==> src/core/isp_regs.svh <==
// Constants of the image stream packetizer: limits, reset values, timing counts.
// Assumes a 50 MHz system clock.
`ifndef ISP_REGS_SVH
`define ISP_REGS_SVH

// Clock rate in Hz, also one second of cycles
`define ISP_CLK_HZ       32'h02FA_F080
// Combined IP, UDP and stream header length in bytes
`define ISP_HDR_BYTES    16'h0024
// Default packet length in bytes (payload 1464)
`define ISP_PKT_LEN_RST  16'h05DC
// Largest standard packet, above it jumbo frames are needed
`define ISP_JUMBO_LIMIT  16'h05DC
// Default inter-packet gap in idle clocks
`define ISP_GAP_RST      16'h0032
// Full sensor resolution
`define ISP_MAX_W        13'h1400
`define ISP_MAX_H        13'h1400
// Frame rate limit after reset, in frames per second
`define ISP_RATE_RST     16'h0000
// Header byte positions
`define ISP_HDR_VER_POS  6'h00
`define ISP_HDR_LENH_POS 6'h02
`define ISP_HDR_LENL_POS 6'h03
`define ISP_HDR_BLKH_POS 6'h20
`define ISP_HDR_BLKL_POS 6'h21
`define ISP_HDR_PIDH_POS 6'h22
`define ISP_HDR_PIDL_POS 6'h23
// IPv4 version and header length byte
`define ISP_HDR_VER_VAL  8'h45

`endif

==> src/core/isp_pkg.sv <==
// Types of the image stream packetizer.
// Assumes isp_regs.svh holds the numeric constants.
package isp_pkg;

   typedef enum logic [3:0] {
      FMT_MONO8    = 4'b0000,
      FMT_BAYER8   = 4'b0001,
      FMT_MONO10P  = 4'b0010,
      FMT_MONO12P  = 4'b0011,
      FMT_BAYER10P = 4'b0100,
      FMT_BAYER12P = 4'b0101,
      FMT_MONO10   = 4'b0110,
      FMT_MONO12   = 4'b0111,
      FMT_BAYER10  = 4'b1000,
      FMT_BAYER12  = 4'b1001,
      FMT_YUV422   = 4'b1010,
      FMT_RGB8     = 4'b1011,
      FMT_BGR8     = 4'b1100,
      FMT_MONO16   = 4'b1101,
      FMT_BAYER16  = 4'b1110
   } isp_fmt_t;

   typedef enum logic [2:0] {
      ST_IDLE = 3'b000,
      ST_HDR  = 3'b001,
      ST_PAY  = 3'b010,
      ST_GAP  = 3'b011,
      ST_DROP = 3'b100
   } isp_state_t;

endpackage : isp_pkg

==> src/core/isp_pair_buffer.sv <==
// Two-entry buffer with valid and ready on both sides.
// Assumes one clock and an asynchronous active-low reset.
`timescale 1ns/1ps
module isp_pair_buffer
   #(parameter int WIDTH = 11)
   (
   // Clock and reset
   input  wire logic             clk,
   input  wire logic             rst_b,
   // Filling side
   input  wire logic             inValid,
   input  wire logic [WIDTH-1:0] inData,
   output wire logic             inReady,
   // Draining side
   output wire logic             outValid,
   output wire logic [WIDTH-1:0] outData,
   input  wire logic             outReady
   );

   logic [WIDTH-1:0] mem_reg [0:1];
   logic             wrPtr_reg;
   logic             rdPtr_reg;
   logic [1:0]       count_reg;
   wire              push;
   wire              pop;

   assign inReady  = (count_reg != 2'h2);
   assign outValid = (count_reg != 2'h0);
   assign outData  = mem_reg[rdPtr_reg];
   assign push     = inValid & inReady;
   assign pop      = outValid & outReady;

   always_ff @(posedge clk or negedge rst_b)
   begin
      if (!rst_b)
      begin
         mem_reg[0] <= '0;
         mem_reg[1] <= '0;
         wrPtr_reg  <= 1'b0;
         rdPtr_reg  <= 1'b0;
         count_reg  <= 2'h0;
      end
      else
      begin
         if (push)
            mem_reg[wrPtr_reg] <= inData;
         wrPtr_reg <= wrPtr_reg ^ push;
         rdPtr_reg <= rdPtr_reg ^ pop;
         count_reg <= count_reg + {1'b0, push} - {1'b0, pop};
      end
   end

endmodule : isp_pair_buffer

==> src/core/isp_packetizer.sv <==
// Image stream packetizer: crops, mirrors, formats and packs frames into packets.
// Assumes a frame store that returns the aligned 2x2 cell at srcX/srcY in the same cycle.
`timescale 1ns/1ps
`include "isp_regs.svh"
module isp_packetizer
   import isp_pkg::*;
   #(parameter int unsigned ONE_SECOND_CYCLES = `ISP_CLK_HZ,
     parameter bit          COLOUR_DEVICE     = 1'b0,
     parameter bit          ADC_16BIT         = 1'b0)
   (
   // Clock and reset
   input  wire logic        clk,
   input  wire logic        rst_b,
   // Acquisition commands
   input  wire logic        acqStart,
   input  wire logic        acqStop,
   // Locked configuration, taken on cfgLoad while stopped
   input  wire logic        cfgLoad,
   input  wire logic [12:0] cfgRoiWidth,
   input  wire logic [12:0] cfgRoiHeight,
   input  wire logic [12:0] cfgOffsetX,
   input  wire logic [12:0] cfgOffsetY,
   input  wire logic        cfgReverseX,
   input  wire logic        cfgReverseY,
   input  isp_fmt_t         cfgPixelFormat,
   input  wire logic        cfgRateLimitEn,
   input  wire logic [15:0] cfgRateLimit,
   input  wire logic        cfgCompleteFrameOnStop,
   input  wire logic [15:0] cfgStreamPacketLength,
   // Live gap control
   input  wire logic [15:0] interPacketGap,
   input  wire logic        automaticGapAdjust,
   input  wire logic [15:0] clientGapValue,
   // Status
   output wire logic        acqRunning,
   output wire logic        cfgRejected,
   output wire logic        frameDiscarded,
   output wire logic        jumboRequired,
   output wire logic [15:0] resultingFrameRate,
   output wire logic [15:0] appliedPacketGap,
   output wire logic [12:0] maxWidth,
   output wire logic [12:0] maxHeight,
   // Frame store read
   output wire logic [12:0] srcX,
   output wire logic [12:0] srcY,
   input  wire logic [63:0] srcQuad,
   // Packet byte stream
   output wire logic [7:0]  pktData,
   output wire logic        pktValid,
   input  wire logic        pktReady,
   output wire logic        pktFirst,
   output wire logic        pktLast,
   output wire logic        pktDrop
   );

   function automatic logic fmtOk(isp_fmt_t f);
      logic bayer;
      logic mono;
      bayer = (f == FMT_BAYER8) || (f == FMT_BAYER10P) || (f == FMT_BAYER12P) ||
              (f == FMT_BAYER10) || (f == FMT_BAYER12) || (f == FMT_BAYER16);
      mono  = (f == FMT_MONO8) || (f == FMT_MONO10P) || (f == FMT_MONO12P) ||
              (f == FMT_MONO10) || (f == FMT_MONO12) || (f == FMT_MONO16);
      if ((f == FMT_MONO16 || f == FMT_BAYER16) && !ADC_16BIT)
         return 1'b0;
      if (COLOUR_DEVICE)
         return bayer || f == FMT_RGB8 || f == FMT_BGR8 || f == FMT_YUV422 ||
                f == FMT_MONO8;
      return mono;
   endfunction : fmtOk

   function automatic logic [12:0] mirrorAddr(logic [12:0] off, logic [12:0] len,
                                              logic [12:0] idx, logic rev);
      return off + (rev ? (len - 13'h0001 - idx) : idx);
   endfunction : mirrorAddr

   function automatic logic [11:0] pack12(isp_fmt_t f, logic [15:0] raw);
      return (f == FMT_MONO12P || f == FMT_BAYER12P) ? raw[15:4] : {2'h0, raw[15:6]};
   endfunction : pack12

   function automatic logic [7:0] clip8(logic signed [17:0] v);
      return (v < 0) ? 8'h00 : ((v > 18'sh000FF) ? 8'hFF : v[7:0]);
   endfunction : clip8

   // Bytes of one pixel: {count, byte2, byte1, byte0}, byte0 sent first
   function automatic logic [25:0] pixBytes(isp_fmt_t f, logic [15:0] raw,
                                            logic [7:0] r, logic [7:0] g, logic [7:0] b,
                                            logic ph, logic lastPix, logic [3:0] nib);
      logic [11:0]        p;
      logic signed [17:0] y;
      logic signed [17:0] u;
      logic signed [17:0] v;
      p = pack12(f, raw);
      y = (18'sd77 * $signed({10'h0, r}) + 18'sd150 * $signed({10'h0, g}) +
           18'sd29 * $signed({10'h0, b})) >>> 8;
      u = ((18'sd128 * $signed({10'h0, b}) - 18'sd43 * $signed({10'h0, r}) -
            18'sd85 * $signed({10'h0, g})) >>> 8) + 18'sd128;
      v = ((18'sd128 * $signed({10'h0, r}) - 18'sd107 * $signed({10'h0, g}) -
            18'sd21 * $signed({10'h0, b})) >>> 8) + 18'sd128;
      case (f)
         FMT_MONO8:
            return {2'h1, 16'h0000, COLOUR_DEVICE ? clip8(y) : raw[15:8]};
         FMT_BAYER8:
            return {2'h1, 16'h0000, raw[15:8]};
         FMT_MONO10P, FMT_MONO12P, FMT_BAYER10P, FMT_BAYER12P:
            if (ph)
               return {2'h2, 8'h00, p[11:4], p[3:0], nib};
            else if (lastPix)
               return {2'h2, 8'h00, 4'h0, p[3:0], p[11:4]};
            else
               return {2'h1, 16'h0000, p[11:4]};
         FMT_MONO10, FMT_BAYER10:
            return {2'h2, 8'h00, 6'h00, raw[15:6]};
         FMT_MONO12, FMT_BAYER12:
            return {2'h2, 8'h00, 4'h0, raw[15:4]};
         FMT_MONO16, FMT_BAYER16:
            return {2'h2, 8'h00, raw};
         FMT_YUV422:
            return {2'h2, 8'h00, ph ? clip8(v) : clip8(u), clip8(y)};
         FMT_RGB8:
            return {2'h3, b, g, r};
         FMT_BGR8:
            return {2'h3, r, g, b};
         default:
            return {2'h1, 16'h0000, raw[15:8]};
      endcase
   endfunction : pixBytes

   function automatic logic [7:0] hdrByte(logic [5:0] idx, logic [15:0] len,
                                          logic [15:0] blk, logic [15:0] pid);
      case (idx)
         `ISP_HDR_VER_POS:  return `ISP_HDR_VER_VAL;
         `ISP_HDR_LENH_POS: return len[15:8];
         `ISP_HDR_LENL_POS: return len[7:0];
         `ISP_HDR_BLKH_POS: return blk[15:8];
         `ISP_HDR_BLKL_POS: return blk[7:0];
         `ISP_HDR_PIDH_POS: return pid[15:8];
         `ISP_HDR_PIDL_POS: return pid[7:0];
         default:           return 8'h00;
      endcase
   endfunction : hdrByte

   isp_state_t  state_reg;
   isp_state_t  state_next;
   logic [12:0] roiW_reg, roiH_reg, offX_reg, offY_reg;
   logic        revX_reg, revY_reg, rateEn_reg, complete_reg;
   isp_fmt_t    fmt_reg;
   logic [15:0] rate_reg, pktLen_reg;
   logic        running_reg, rejected_reg, discard_reg, credit_reg, frameDone_reg;
   logic [25:0] accum_reg;
   logic [31:0] winCnt_reg;
   logic [15:0] frameCnt_reg, result_reg, gap_reg;
   logic [12:0] col_reg, row_reg, srcX_reg, srcY_reg;
   logic [1:0]  byteSel_reg;
   logic        phase_reg;
   logic [3:0]  nib_reg;
   logic [5:0]  hdrIdx_reg;
   logic [15:0] payCnt_reg, gapCnt_reg, pktId_reg, blkId_reg;

   // Command and configuration decode
   wire cfgAccept  = cfgLoad && !running_reg && state_reg == ST_IDLE;
   wire startCmd   = acqStart && !acqStop;
   wire abortNow   = acqStop && !complete_reg;
   wire slotOk     = !rateEn_reg || credit_reg;
   wire frameGo    = state_reg == ST_IDLE && running_reg && !acqStop && slotOk;
   wire winEnd     = winCnt_reg == (ONE_SECOND_CYCLES - 32'h0000_0001);

   // Rate slot accumulator, slots counted against the same window as the report
   wire [31:0] rateSum = {6'h00, accum_reg} + {16'h0000, rate_reg};
   wire        hitSlot = rateSum >= ONE_SECOND_CYCLES;
   wire [31:0] rateRem = rateSum - ONE_SECOND_CYCLES;

   // Pixel selection from the aligned cell
   wire [15:0] rawSample = srcQuad[{srcY_reg[0], srcX_reg[0], 4'h0} +: 16];
   wire [11:0] pixPacked = pack12(fmt_reg, rawSample);
   wire [16:0] gSum      = {1'b0, srcQuad[31:16]} + {1'b0, srcQuad[47:32]};
   wire        lastCol   = col_reg == (roiW_reg - 13'h0001);
   wire        lastRow   = row_reg == (roiH_reg - 13'h0001);
   wire [25:0] pix       = pixBytes(fmt_reg, rawSample, srcQuad[63:56], gSum[16:9],
                                    srcQuad[15:8], phase_reg, lastCol && lastRow,
                                    nib_reg);
   wire [7:0]  pixByte   = pix[{byteSel_reg, 3'h0} +: 8];
   wire        lastByte  = byteSel_reg == (pix[25:24] - 2'h1);
   wire        frameEnd  = lastByte && lastCol && lastRow;

   // Packet sequencing decode
   wire [15:0] payLen    = (pktLen_reg > `ISP_HDR_BYTES) ? (pktLen_reg - `ISP_HDR_BYTES)
                                                          : 16'h0001;
   wire        hdrLast   = {10'h000, hdrIdx_reg} == (`ISP_HDR_BYTES - 16'h0001);
   wire        pktEnd    = (payCnt_reg == (payLen - 16'h0001)) || frameEnd;
   wire        gapDone   = (gapCnt_reg + 16'h0001) >= gap_reg;
   wire        inHdr     = state_reg == ST_HDR;
   wire        inPay     = state_reg == ST_PAY;
   wire        inDrop    = state_reg == ST_DROP;
   wire        bufInReady;
   wire        bufInValid = ((inHdr || inPay) && !abortNow) || inDrop;
   wire        step       = bufInValid && bufInReady;
   wire        pixStep    = inPay && step && lastByte;
   wire [7:0]  hdrData    = hdrByte(hdrIdx_reg, pktLen_reg, blkId_reg, pktId_reg);
   wire [10:0] bufInWord  = inHdr ? {hdrIdx_reg == 6'h00, 2'h0, hdrData} :
                            inPay ? {1'b0, pktEnd, 1'b0, pixByte} :
                                    {3'h3, 8'h00};
   wire [10:0] bufOutWord;

   // Scan position and mirrored address
   wire [12:0] colNext = frameGo ? 13'h0000 :
                         pixStep ? (lastCol ? 13'h0000 : col_reg + 13'h0001) : col_reg;
   wire [12:0] rowNext = frameGo ? 13'h0000 :
                         (pixStep && lastCol) ? row_reg + 13'h0001 : row_reg;

   always_comb
   begin
      state_next = state_reg;
      case (state_reg)
         ST_IDLE:
            if (frameGo)
               state_next = ST_HDR;
         ST_HDR:
            if (abortNow)
               state_next = ST_DROP;
            else if (step && hdrLast)
               state_next = ST_PAY;
         ST_PAY:
            if (abortNow)
               state_next = ST_DROP;
            else if (step && pktEnd)
               state_next = ST_GAP;
         ST_GAP:
            if (abortNow && !frameDone_reg)
               state_next = ST_IDLE;
            else if (gapDone)
               state_next = frameDone_reg ? ST_IDLE : ST_HDR;
         ST_DROP:
            if (step)
               state_next = ST_IDLE;
         default:
            state_next = ST_IDLE;
      endcase
   end

   always_ff @(posedge clk or negedge rst_b)
   begin
      if (!rst_b)
      begin
         roiW_reg     <= `ISP_MAX_W;
         roiH_reg     <= `ISP_MAX_H;
         offX_reg     <= 13'h0000;
         offY_reg     <= 13'h0000;
         revX_reg     <= 1'b0;
         revY_reg     <= 1'b0;
         fmt_reg      <= COLOUR_DEVICE ? FMT_BAYER8 : FMT_MONO8;
         rateEn_reg   <= 1'b0;
         rate_reg     <= `ISP_RATE_RST;
         complete_reg <= 1'b0;
         pktLen_reg   <= `ISP_PKT_LEN_RST;
         rejected_reg <= 1'b0;
      end
      else
      begin
         rejected_reg <= cfgLoad && (!cfgAccept || !fmtOk(cfgPixelFormat));
         if (cfgAccept)
         begin
            roiW_reg     <= cfgRoiWidth;
            roiH_reg     <= cfgRoiHeight;
            offX_reg     <= cfgOffsetX;
            offY_reg     <= cfgOffsetY;
            revX_reg     <= cfgReverseX;
            revY_reg     <= cfgReverseY;
            fmt_reg      <= fmtOk(cfgPixelFormat) ? cfgPixelFormat : fmt_reg;
            rateEn_reg   <= cfgRateLimitEn;
            rate_reg     <= cfgRateLimit;
            complete_reg <= cfgCompleteFrameOnStop;
            pktLen_reg   <= cfgStreamPacketLength;
         end
      end
   end

   always_ff @(posedge clk or negedge rst_b)
   begin
      if (!rst_b)
      begin
         running_reg  <= 1'b0;
         credit_reg   <= 1'b0;
         accum_reg    <= 26'h000_0000;
         winCnt_reg   <= 32'h0000_0000;
         frameCnt_reg <= 16'h0000;
         result_reg   <= 16'h0000;
         gap_reg      <= `ISP_GAP_RST;
      end
      else
      begin
         running_reg  <= acqStop ? 1'b0 : (startCmd ? 1'b1 : running_reg);
         accum_reg    <= !rateEn_reg ? 26'h000_0000 :
                         (hitSlot ? rateRem[25:0] : rateSum[25:0]);
         credit_reg   <= rateEn_reg && (hitSlot || (credit_reg && !frameGo));
         winCnt_reg   <= winEnd ? 32'h0000_0000 : winCnt_reg + 32'h0000_0001;
         frameCnt_reg <= (winEnd ? 16'h0000 : frameCnt_reg) + {15'h0000, frameGo};
         if (winEnd)
            result_reg <= frameCnt_reg + {15'h0000, frameGo};
         gap_reg      <= automaticGapAdjust ? clientGapValue : interPacketGap;
      end
   end

   always_ff @(posedge clk or negedge rst_b)
   begin
      if (!rst_b)
      begin
         state_reg     <= ST_IDLE;
         col_reg       <= 13'h0000;
         row_reg       <= 13'h0000;
         srcX_reg      <= 13'h0000;
         srcY_reg      <= 13'h0000;
         byteSel_reg   <= 2'h0;
         phase_reg     <= 1'b0;
         nib_reg       <= 4'h0;
         hdrIdx_reg    <= 6'h00;
         payCnt_reg    <= 16'h0000;
         gapCnt_reg    <= 16'h0000;
         pktId_reg     <= 16'h0000;
         blkId_reg     <= 16'h0000;
         frameDone_reg <= 1'b0;
         discard_reg   <= 1'b0;
      end
      else
      begin
         state_reg   <= state_next;
         col_reg     <= colNext;
         row_reg     <= rowNext;
         srcX_reg    <= mirrorAddr(offX_reg, roiW_reg, colNext, revX_reg);
         srcY_reg    <= mirrorAddr(offY_reg, roiH_reg, rowNext, revY_reg);
         byteSel_reg <= (frameGo || pixStep) ? 2'h0 :
                        ((inPay && step) ? byteSel_reg + 2'h1 : byteSel_reg);
         phase_reg   <= frameGo ? 1'b0 : phase_reg ^ pixStep;
         if (pixStep && !phase_reg)
            nib_reg <= pixPacked[3:0];
         hdrIdx_reg  <= (inHdr && step) ? (hdrLast ? 6'h00 : hdrIdx_reg + 6'h01)
                                        : (inHdr ? hdrIdx_reg : 6'h00);
         payCnt_reg  <= inHdr ? 16'h0000 :
                        ((inPay && step) ? payCnt_reg + 16'h0001 : payCnt_reg);
         gapCnt_reg  <= (state_reg == ST_GAP) ? gapCnt_reg + 16'h0001 : 16'h0000;
         if (inPay && step && pktEnd)
            pktId_reg <= pktId_reg + 16'h0001;
         if (frameGo)
            blkId_reg <= blkId_reg + 16'h0001;
         frameDone_reg <= frameGo ? 1'b0 : (frameDone_reg || (inPay && step && frameEnd));
         discard_reg   <= (state_next == ST_DROP && state_reg != ST_DROP) ||
                          (state_reg == ST_GAP && abortNow && !frameDone_reg);
      end
   end

   isp_pair_buffer #(.WIDTH(11)) u_buf
   (
      .clk      (clk),
      .rst_b    (rst_b),
      .inValid  (bufInValid),
      .inData   (bufInWord),
      .inReady  (bufInReady),
      .outValid (pktValid),
      .outData  (bufOutWord),
      .outReady (pktReady)
   );

   assign pktFirst           = bufOutWord[10];
   assign pktLast            = bufOutWord[9];
   assign pktDrop            = bufOutWord[8];
   assign pktData            = bufOutWord[7:0];
   assign acqRunning         = running_reg;
   assign cfgRejected        = rejected_reg;
   assign frameDiscarded     = discard_reg;
   assign jumboRequired      = pktLen_reg > `ISP_JUMBO_LIMIT;
   assign resultingFrameRate = result_reg;
   assign appliedPacketGap   = gap_reg;
   assign maxWidth           = `ISP_MAX_W;
   assign maxHeight          = `ISP_MAX_H;
   assign srcX               = srcX_reg;
   assign srcY               = srcY_reg;

endmodule : isp_packetizer

==> config.mk <==
export PLATFORM = sky130hd
export DESIGN_NAME = isp_packetizer
export DESIGN_NICKNAME = d
export VERILOG_FILES = /design/src/core/isp_pkg.sv /design/src/core/isp_pair_buffer.sv /design/src/core/isp_packetizer.sv
export VERILOG_INCLUDE_DIRS = /design/src /design/src/core
export SDC_FILE = /design/constraint.sdc
export NUM_CORES = 1
export LEC_CHECK = 0
export ABC_AREA = 1
export CORE_MARGIN = 4
export CORE_UTILIZATION = 50
export CTS_BUF_LIST = sky130_fd_sc_hd__clkbuf_4 sky130_fd_sc_hd__clkbuf_8 sky130_fd_sc_hd__clkbuf_16
export DETAILED_ROUTE_END_ITERATION = 7
export DONT_BUFFER_PORTS = 1
export PLACE_DENSITY = 0.71
export SLEW_MARGIN = 20
export SYNTH_ARGS = -nofsm -noshare
export SYNTH_HDL_FRONTEND = slang
export SYNTH_SLANG_ARGS = --single-unit
==> constraint.sdc <==
create_clock -name clk -period 6.6 [get_ports clk]
set_input_delay 1.32 -clock clk [delete_from_list [all_inputs] [get_ports clk]]
set_output_delay 1.32 -clock clk [all_outputs]
set_load 0.05 [all_outputs]
==> flow_summary.ini, run 1 <==
[status]
status = finished with violations
violations = negative setup slack

[synth]
synth.area.top_cells = dfrtp_1, nand2_1, ha_1, inv_1, fa_1
yosys.area.top_type_share_pct = 25.3
ys.flop_type = dfrtp_1
syn-instance-count = 4745
ys_types = 72
postSynthRegisterBits = 361
synth-edff-count = 0
netlist_area_um2 = 34400
yosys.area.top_type = dfrtp_1
synth-seq-area-share_pct = 26.3
avgSynthCellArea_um2 = 7.25
synthArstFlopShare_pct = 100
ys_warn_count = 0

[routing]
via_per_inst = 5.43
drcViolationCount = 0
drt_first_pass_iters = 6
drt-initial-drc-count = 2507
wl_per_cell_um = 17.7
wl_um = 106000
antenna_left = 0
vias = 32500

[placed_design]
gp_congestion = 1.02
port-buffer-count = 0
hpwl_um = 83800
pre_cts_slack_ns = -2.28

[sta]
fmax_ghz = 0.120
drv_slew = 0
worst_slew_pin_slew_ns = 1.05
hold_ws_ns = 0.462
postLayoutSetupSlackWorst_ns = -1.71
skew_ns = 0.0145
setup_tns_ns = -26.23
finalCriticalPeriod_ns = 8.31
rsz0062_at_grt = true
setup_violations = 16
max-slew-margin-rel_pct = 29.6
final_hold_viol_count = 0
fin_crit_sh_pct = 126

[finish]
layout_commonest_cell = nand2_1
syn_to_final_growth_pct = 17.6
largest_reg_flops = 32
final_cell_mix = nand2_1, inv_1, nor2_1, buf_4, dfrtp_1
fill_cells = 6161
drive_gt1_share_pct = 15.3
postLayoutCoreUtil_pct = 59.8
layout.nets = 5724

[floorplan]
coreArea_um2 = 67600
ioPinCount = 295
die_x_um = 270
die_h_um = 270
initial_utilization_pct = 50.8
die_area_um2 = 73000
row_count = 95

[worst_setup_path]
worstPathRequired_ns = 7.04
worstSetupEndpointType = flip-flop
timing_worst_setup_path_type = in2reg
crit_family = adder cells
cp_slowest_cell = fa_2
critPathBufInv = 6
startpoint_type = primary input
cpPeakStageDelay_ns = 0.58
path_common_cell = nand2_2
path_max_fanout = 5
cp.arrival_ns = 8.75

[clocking]
cts_buffers = 40
clock_latency_ns = 0.55
clock-sinks = 361
ctsHoldBuffers = 0
clockBufferDepth = 3
cts_tree = yes
cts_root_buf = clkbuf_16
cts.clk_slew.worst_paths_ns = 0.06
h-tree-depth = 2

[grt]
grt_pass1_wl_um = 166000
grt_pass1_vias = 31400
grt_max_degree = 362
antenna_found_initial = 3
grt_usage_pct = 27.9
grt-ovfl-total = 0

[job]
maxCapViolCount = 0

[min_path]
hold_path.class = reg2reg
[kinds of logic (layout without fill, tap and decap cells)]
kind of cell	after synthesis	count (layout)	synth area share, %
AOI/OAI and AO/OA	628	628	10.4
xor gates and xnor gates	264	264	6.81
adders and majority gates	459	459	19.0
buffers and inverters	887	1216	10.1
DFF	361	361	26.3
muxes	18	18	0.586
other	2	28	0.0218
and+or+nand+nor	2126	2126	26.7
[path summary, 6_finish.rpt]
check | startpoint | end | slack [ns] | cells past startpoint
worst min-delay path | winCnt_reg[0] | winCnt_reg[0] | 0.46 | 1
min in group asynchronous | rst_b | appliedPacketGap[8] | 0.49 | 0
worst min register to register | winCnt_reg[0] | winCnt_reg[0] | 0.46 | 1
max in group asynchronous | rst_b | pktId_reg[14] | 5.28 | 0
worst max-delay path | srcQuad[38] | u_buf.mem_reg[0] | -1.71 | 46
worst max register to register | roiW_reg[1] | srcY[12] | 0.22 | 48
[worst reg2reg max path, delay by kind of cell (launching register included)]
| family | cells | cell delay (ns) |
|---|---|---|
| and+or+nand+nor | 25 | 2.25 |
| adders and majority gates | 4 | 1.09 |
| AOI/OAI and AO/OA | 8 | 1.05 |
| buffers and inverters | 8 | 0.82 |
| xor gates and xnor gates | 3 | 0.71 |
| DFF | 1 | 0.38 |
[stage by stage]
| stage | std cells | area (µm²) |
|---|---|---|
| CTS | 5940 | 39300 |
| finish | 5973 | 40400 |
| floorplan | 4769 | 34700 |
| global placement | 5866 | 37800 |
| detailed placement | 5866 | 37800 |
| global route | 5972 | 40400 |
[synthesized netlist by cell type (63+ instances only)]
master	count
o21ai_0	198
inv_1	755
dfrtp_1	347
fa_1	107
clkbuf_1	63
nand2_1	1182
nand4_1	82
xor2_1	197
xnor2_1	64
a21oi_1	259
ha_1	352
nand3_1	234
nor3_1	88
nor2_1	386
[timing repair]
item                                    in CTS  in global routing
gates resized for setup                     32                196
cloned                                       0                  0
endpoints found under the setup margin      18                 21
setup buffers                                5                 31
pin swaps                                   49                114
[layout make-up]
class                   instances  area (µm²)  area share (%)
repair buffers                367        2830            7.00
well taps                     873        1090            2.70
multi-input cells            3521       23100            57.2
diodes                          2        5.00          0.0124
clock inverters                16         225           0.557
inverters                     779        2930            7.26
flip-flops and latches        361        9060            22.4
clock buffers                  54        1150            2.86
[per-layer routing]
layer  vias up  global-route usage [%]  wire (µm)
met5         -                       0         13
met1     15300                    35.3      43800
met3       238                    4.38       6770
li1      15900                       -          -
met2      1054                    47.7      50300
met4         2                    11.3       4910
Power of run 1 is left out: the tool's default activity adds up to more than one toggle a clock period on the data nets, which glitch-free logic cannot reach.
==> run 2, diff against run 1 <==
Settings changed: CELL_PAD_IN_SITES_DETAIL_PLACEMENT from default to 0, CELL_PAD_IN_SITES_GLOBAL_PLACEMENT from default to 1, CORE_UTILIZATION 50 to 48, PLACE_DENSITY 0.71 to 0.88.
==> flow_summary.ini, run 2 (synthesis results as in run 1) <==
[floorplan]
row_count = 97
coreArea_um2 = 70500
initial_utilization_pct = 48.8
die_area_um2 = 76000
die_h_um = 276
ioPinCount = 295
die_x_um = 276

[grt]
grt_pass1_wl_um = 170000
grt_usage_pct = 28.2
antenna_found_initial = 4
met2_usage_pct = 46.2
grt_util_met3_pct = 4.70
grt_pass1_vias = 31800
grt_max_degree = 362
top_usage_layer = met2
grt-ovfl-total = 0
use_met1_pct = 37.3

[sta]
setup_violations = 16
fin_crit_sh_pct = 126
final_hold_viol_count = 0
postLayoutSetupSlackWorst_ns = -1.69
finalCriticalPeriod_ns = 8.29
worst_slew_pin_slew_ns = 1.88
fmax_ghz = 0.121
skew_ns = 0.0232
max-slew-margin-rel_pct = -25.5
setup_tns_ns = -26.25
rsz0062_at_grt = true
drv_slew = 181

[routing]
drt-initial-drc-count = 2338
via_per_inst = 5.29
wl_per_cell_um = 17.7
antenna_left = 0
drt_first_pass_iters = 6
vias = 32300
drcViolationCount = 0
wl_um = 108000

[clocking]
cts.clk_slew.worst_paths_ns = 0.06
clockBufferDepth = 3
clock_latency_ns = 0.58
cts_buffers = 43
clock-sinks = 361
ctsHoldBuffers = 0
h-tree-depth = 2
cts_root_buf = clkbuf_16
cts_tree = yes

[worst_setup_path]
timing_worst_setup_path_type = in2reg
path_common_cell = nand2_1
cp_slowest_cell = fa_2
worstPathRequired_ns = 7.06
startpoint_type = primary input
path_max_fanout = 8
cp.arrival_ns = 8.75
cpPeakStageDelay_ns = 0.58
worstSetupEndpointType = flip-flop

[status]
status = finished with violations
violations = max-slew violations, negative setup slack

[finish]
final_cell_mix = nand2_1, inv_1, buf_4, nor2_1, dfrtp_1
drive_gt1_share_pct = 16.7
syn_to_final_growth_pct = 19.7
fill_cells = 6644
largest_reg_flops = 32
layout.nets = 5792
layout_commonest_cell = nand2_1

[min_path]
hold_path.class = in2async

[placed_design]
port-buffer-count = 0
hpwl_um = 86200
gp_congestion = 0.973

[job]
maxCapViolCount = 0
run 2: changes by cell type in the layout (fill, tap and decap cells not counted), sizes merged, moves of 3 or more:
cell and delta:
buf +66, clkbuf +6, clkinv +3, clkinvlp -3
inv +4
run 2: area by class of cell:
type / instances / area, µm² / area share, %
multi-input cells: 3521 / 23200 / 56.3
inverters: 779 / 2930 / 7.12
clock buffers: 61 / 1290 / 3.12
clock inverters: 19 / 250 / 0.608
diodes: 3 / 7.51 / 0.0182
flip-flops and latches: 361 / 9060 / 22.0
repair buffers: 432 / 3300 / 8.02
well taps: 940 / 1180 / 2.86
run 2: worst max-delay path: cells and delay by family:
family,cells,cell delay [ns]
buffers and inverters,7,0.54
adder cells (fa/ha/maj),10,3.90
XOR/XNOR,2,0.43
AND/OR/NAND/NOR,22,1.56
AO/OA/AOI/OAI,6,0.97
run 2: stage by stage:
step           utilization (%)  instance area (µm²)  cells  setup slack [ns]  hold WS, ns
6_report                  58.4                41200   6116             -1.69        0.446
5_1_grt                   58.4                41200   6115             -2.02        0.409
4_1_cts                   56.9                40100   6086             -1.68        0.401
3_5_place_dp              54.4                38400   6000             -2.57        0.455
3_3_place_gp              54.4                38400   6000             -2.54        0.449
2_1_floorplan                -                34700   4769             -1.91        0.433
run 2: worst paths after layout:
| path | from | endpoint | slack, ns | cells past startpoint |
|---|---|---|---|---|
| max | srcQuad[18] | u_buf.mem_reg[0] | -1.69 | 47 |
| min | rst_b | frameCnt_reg[13] | 0.45 | 0 |
| max reg2reg | roiW_reg[1] | srcY[12] | 0.24 | 48 |
| min reg2reg | winCnt_reg[0] | winCnt_reg[0] | 0.46 | 1 |
| max in group asynchronous | rst_b | revY_reg | 4.65 | 0 |
| min in group clk | winCnt_reg[0] | winCnt_reg[0] | 0.46 | 1 |
run 2: per-layer routing:
layer	wire (µm)	vias up
li1	-	16000
met1	47400	15300
met2	50100	809
met3	5870	240
met4	4890	2
met5	14	-
run 2: timing repair:
item	CTS	global route
buffers inserted	6	28
gates cloned	0	0
hold endpoints to repair	0	0
pin swaps	52	108
endpoints found under the setup margin	20	22
gates resized for setup	40	187
Power of run 2 is left out for the same reason.
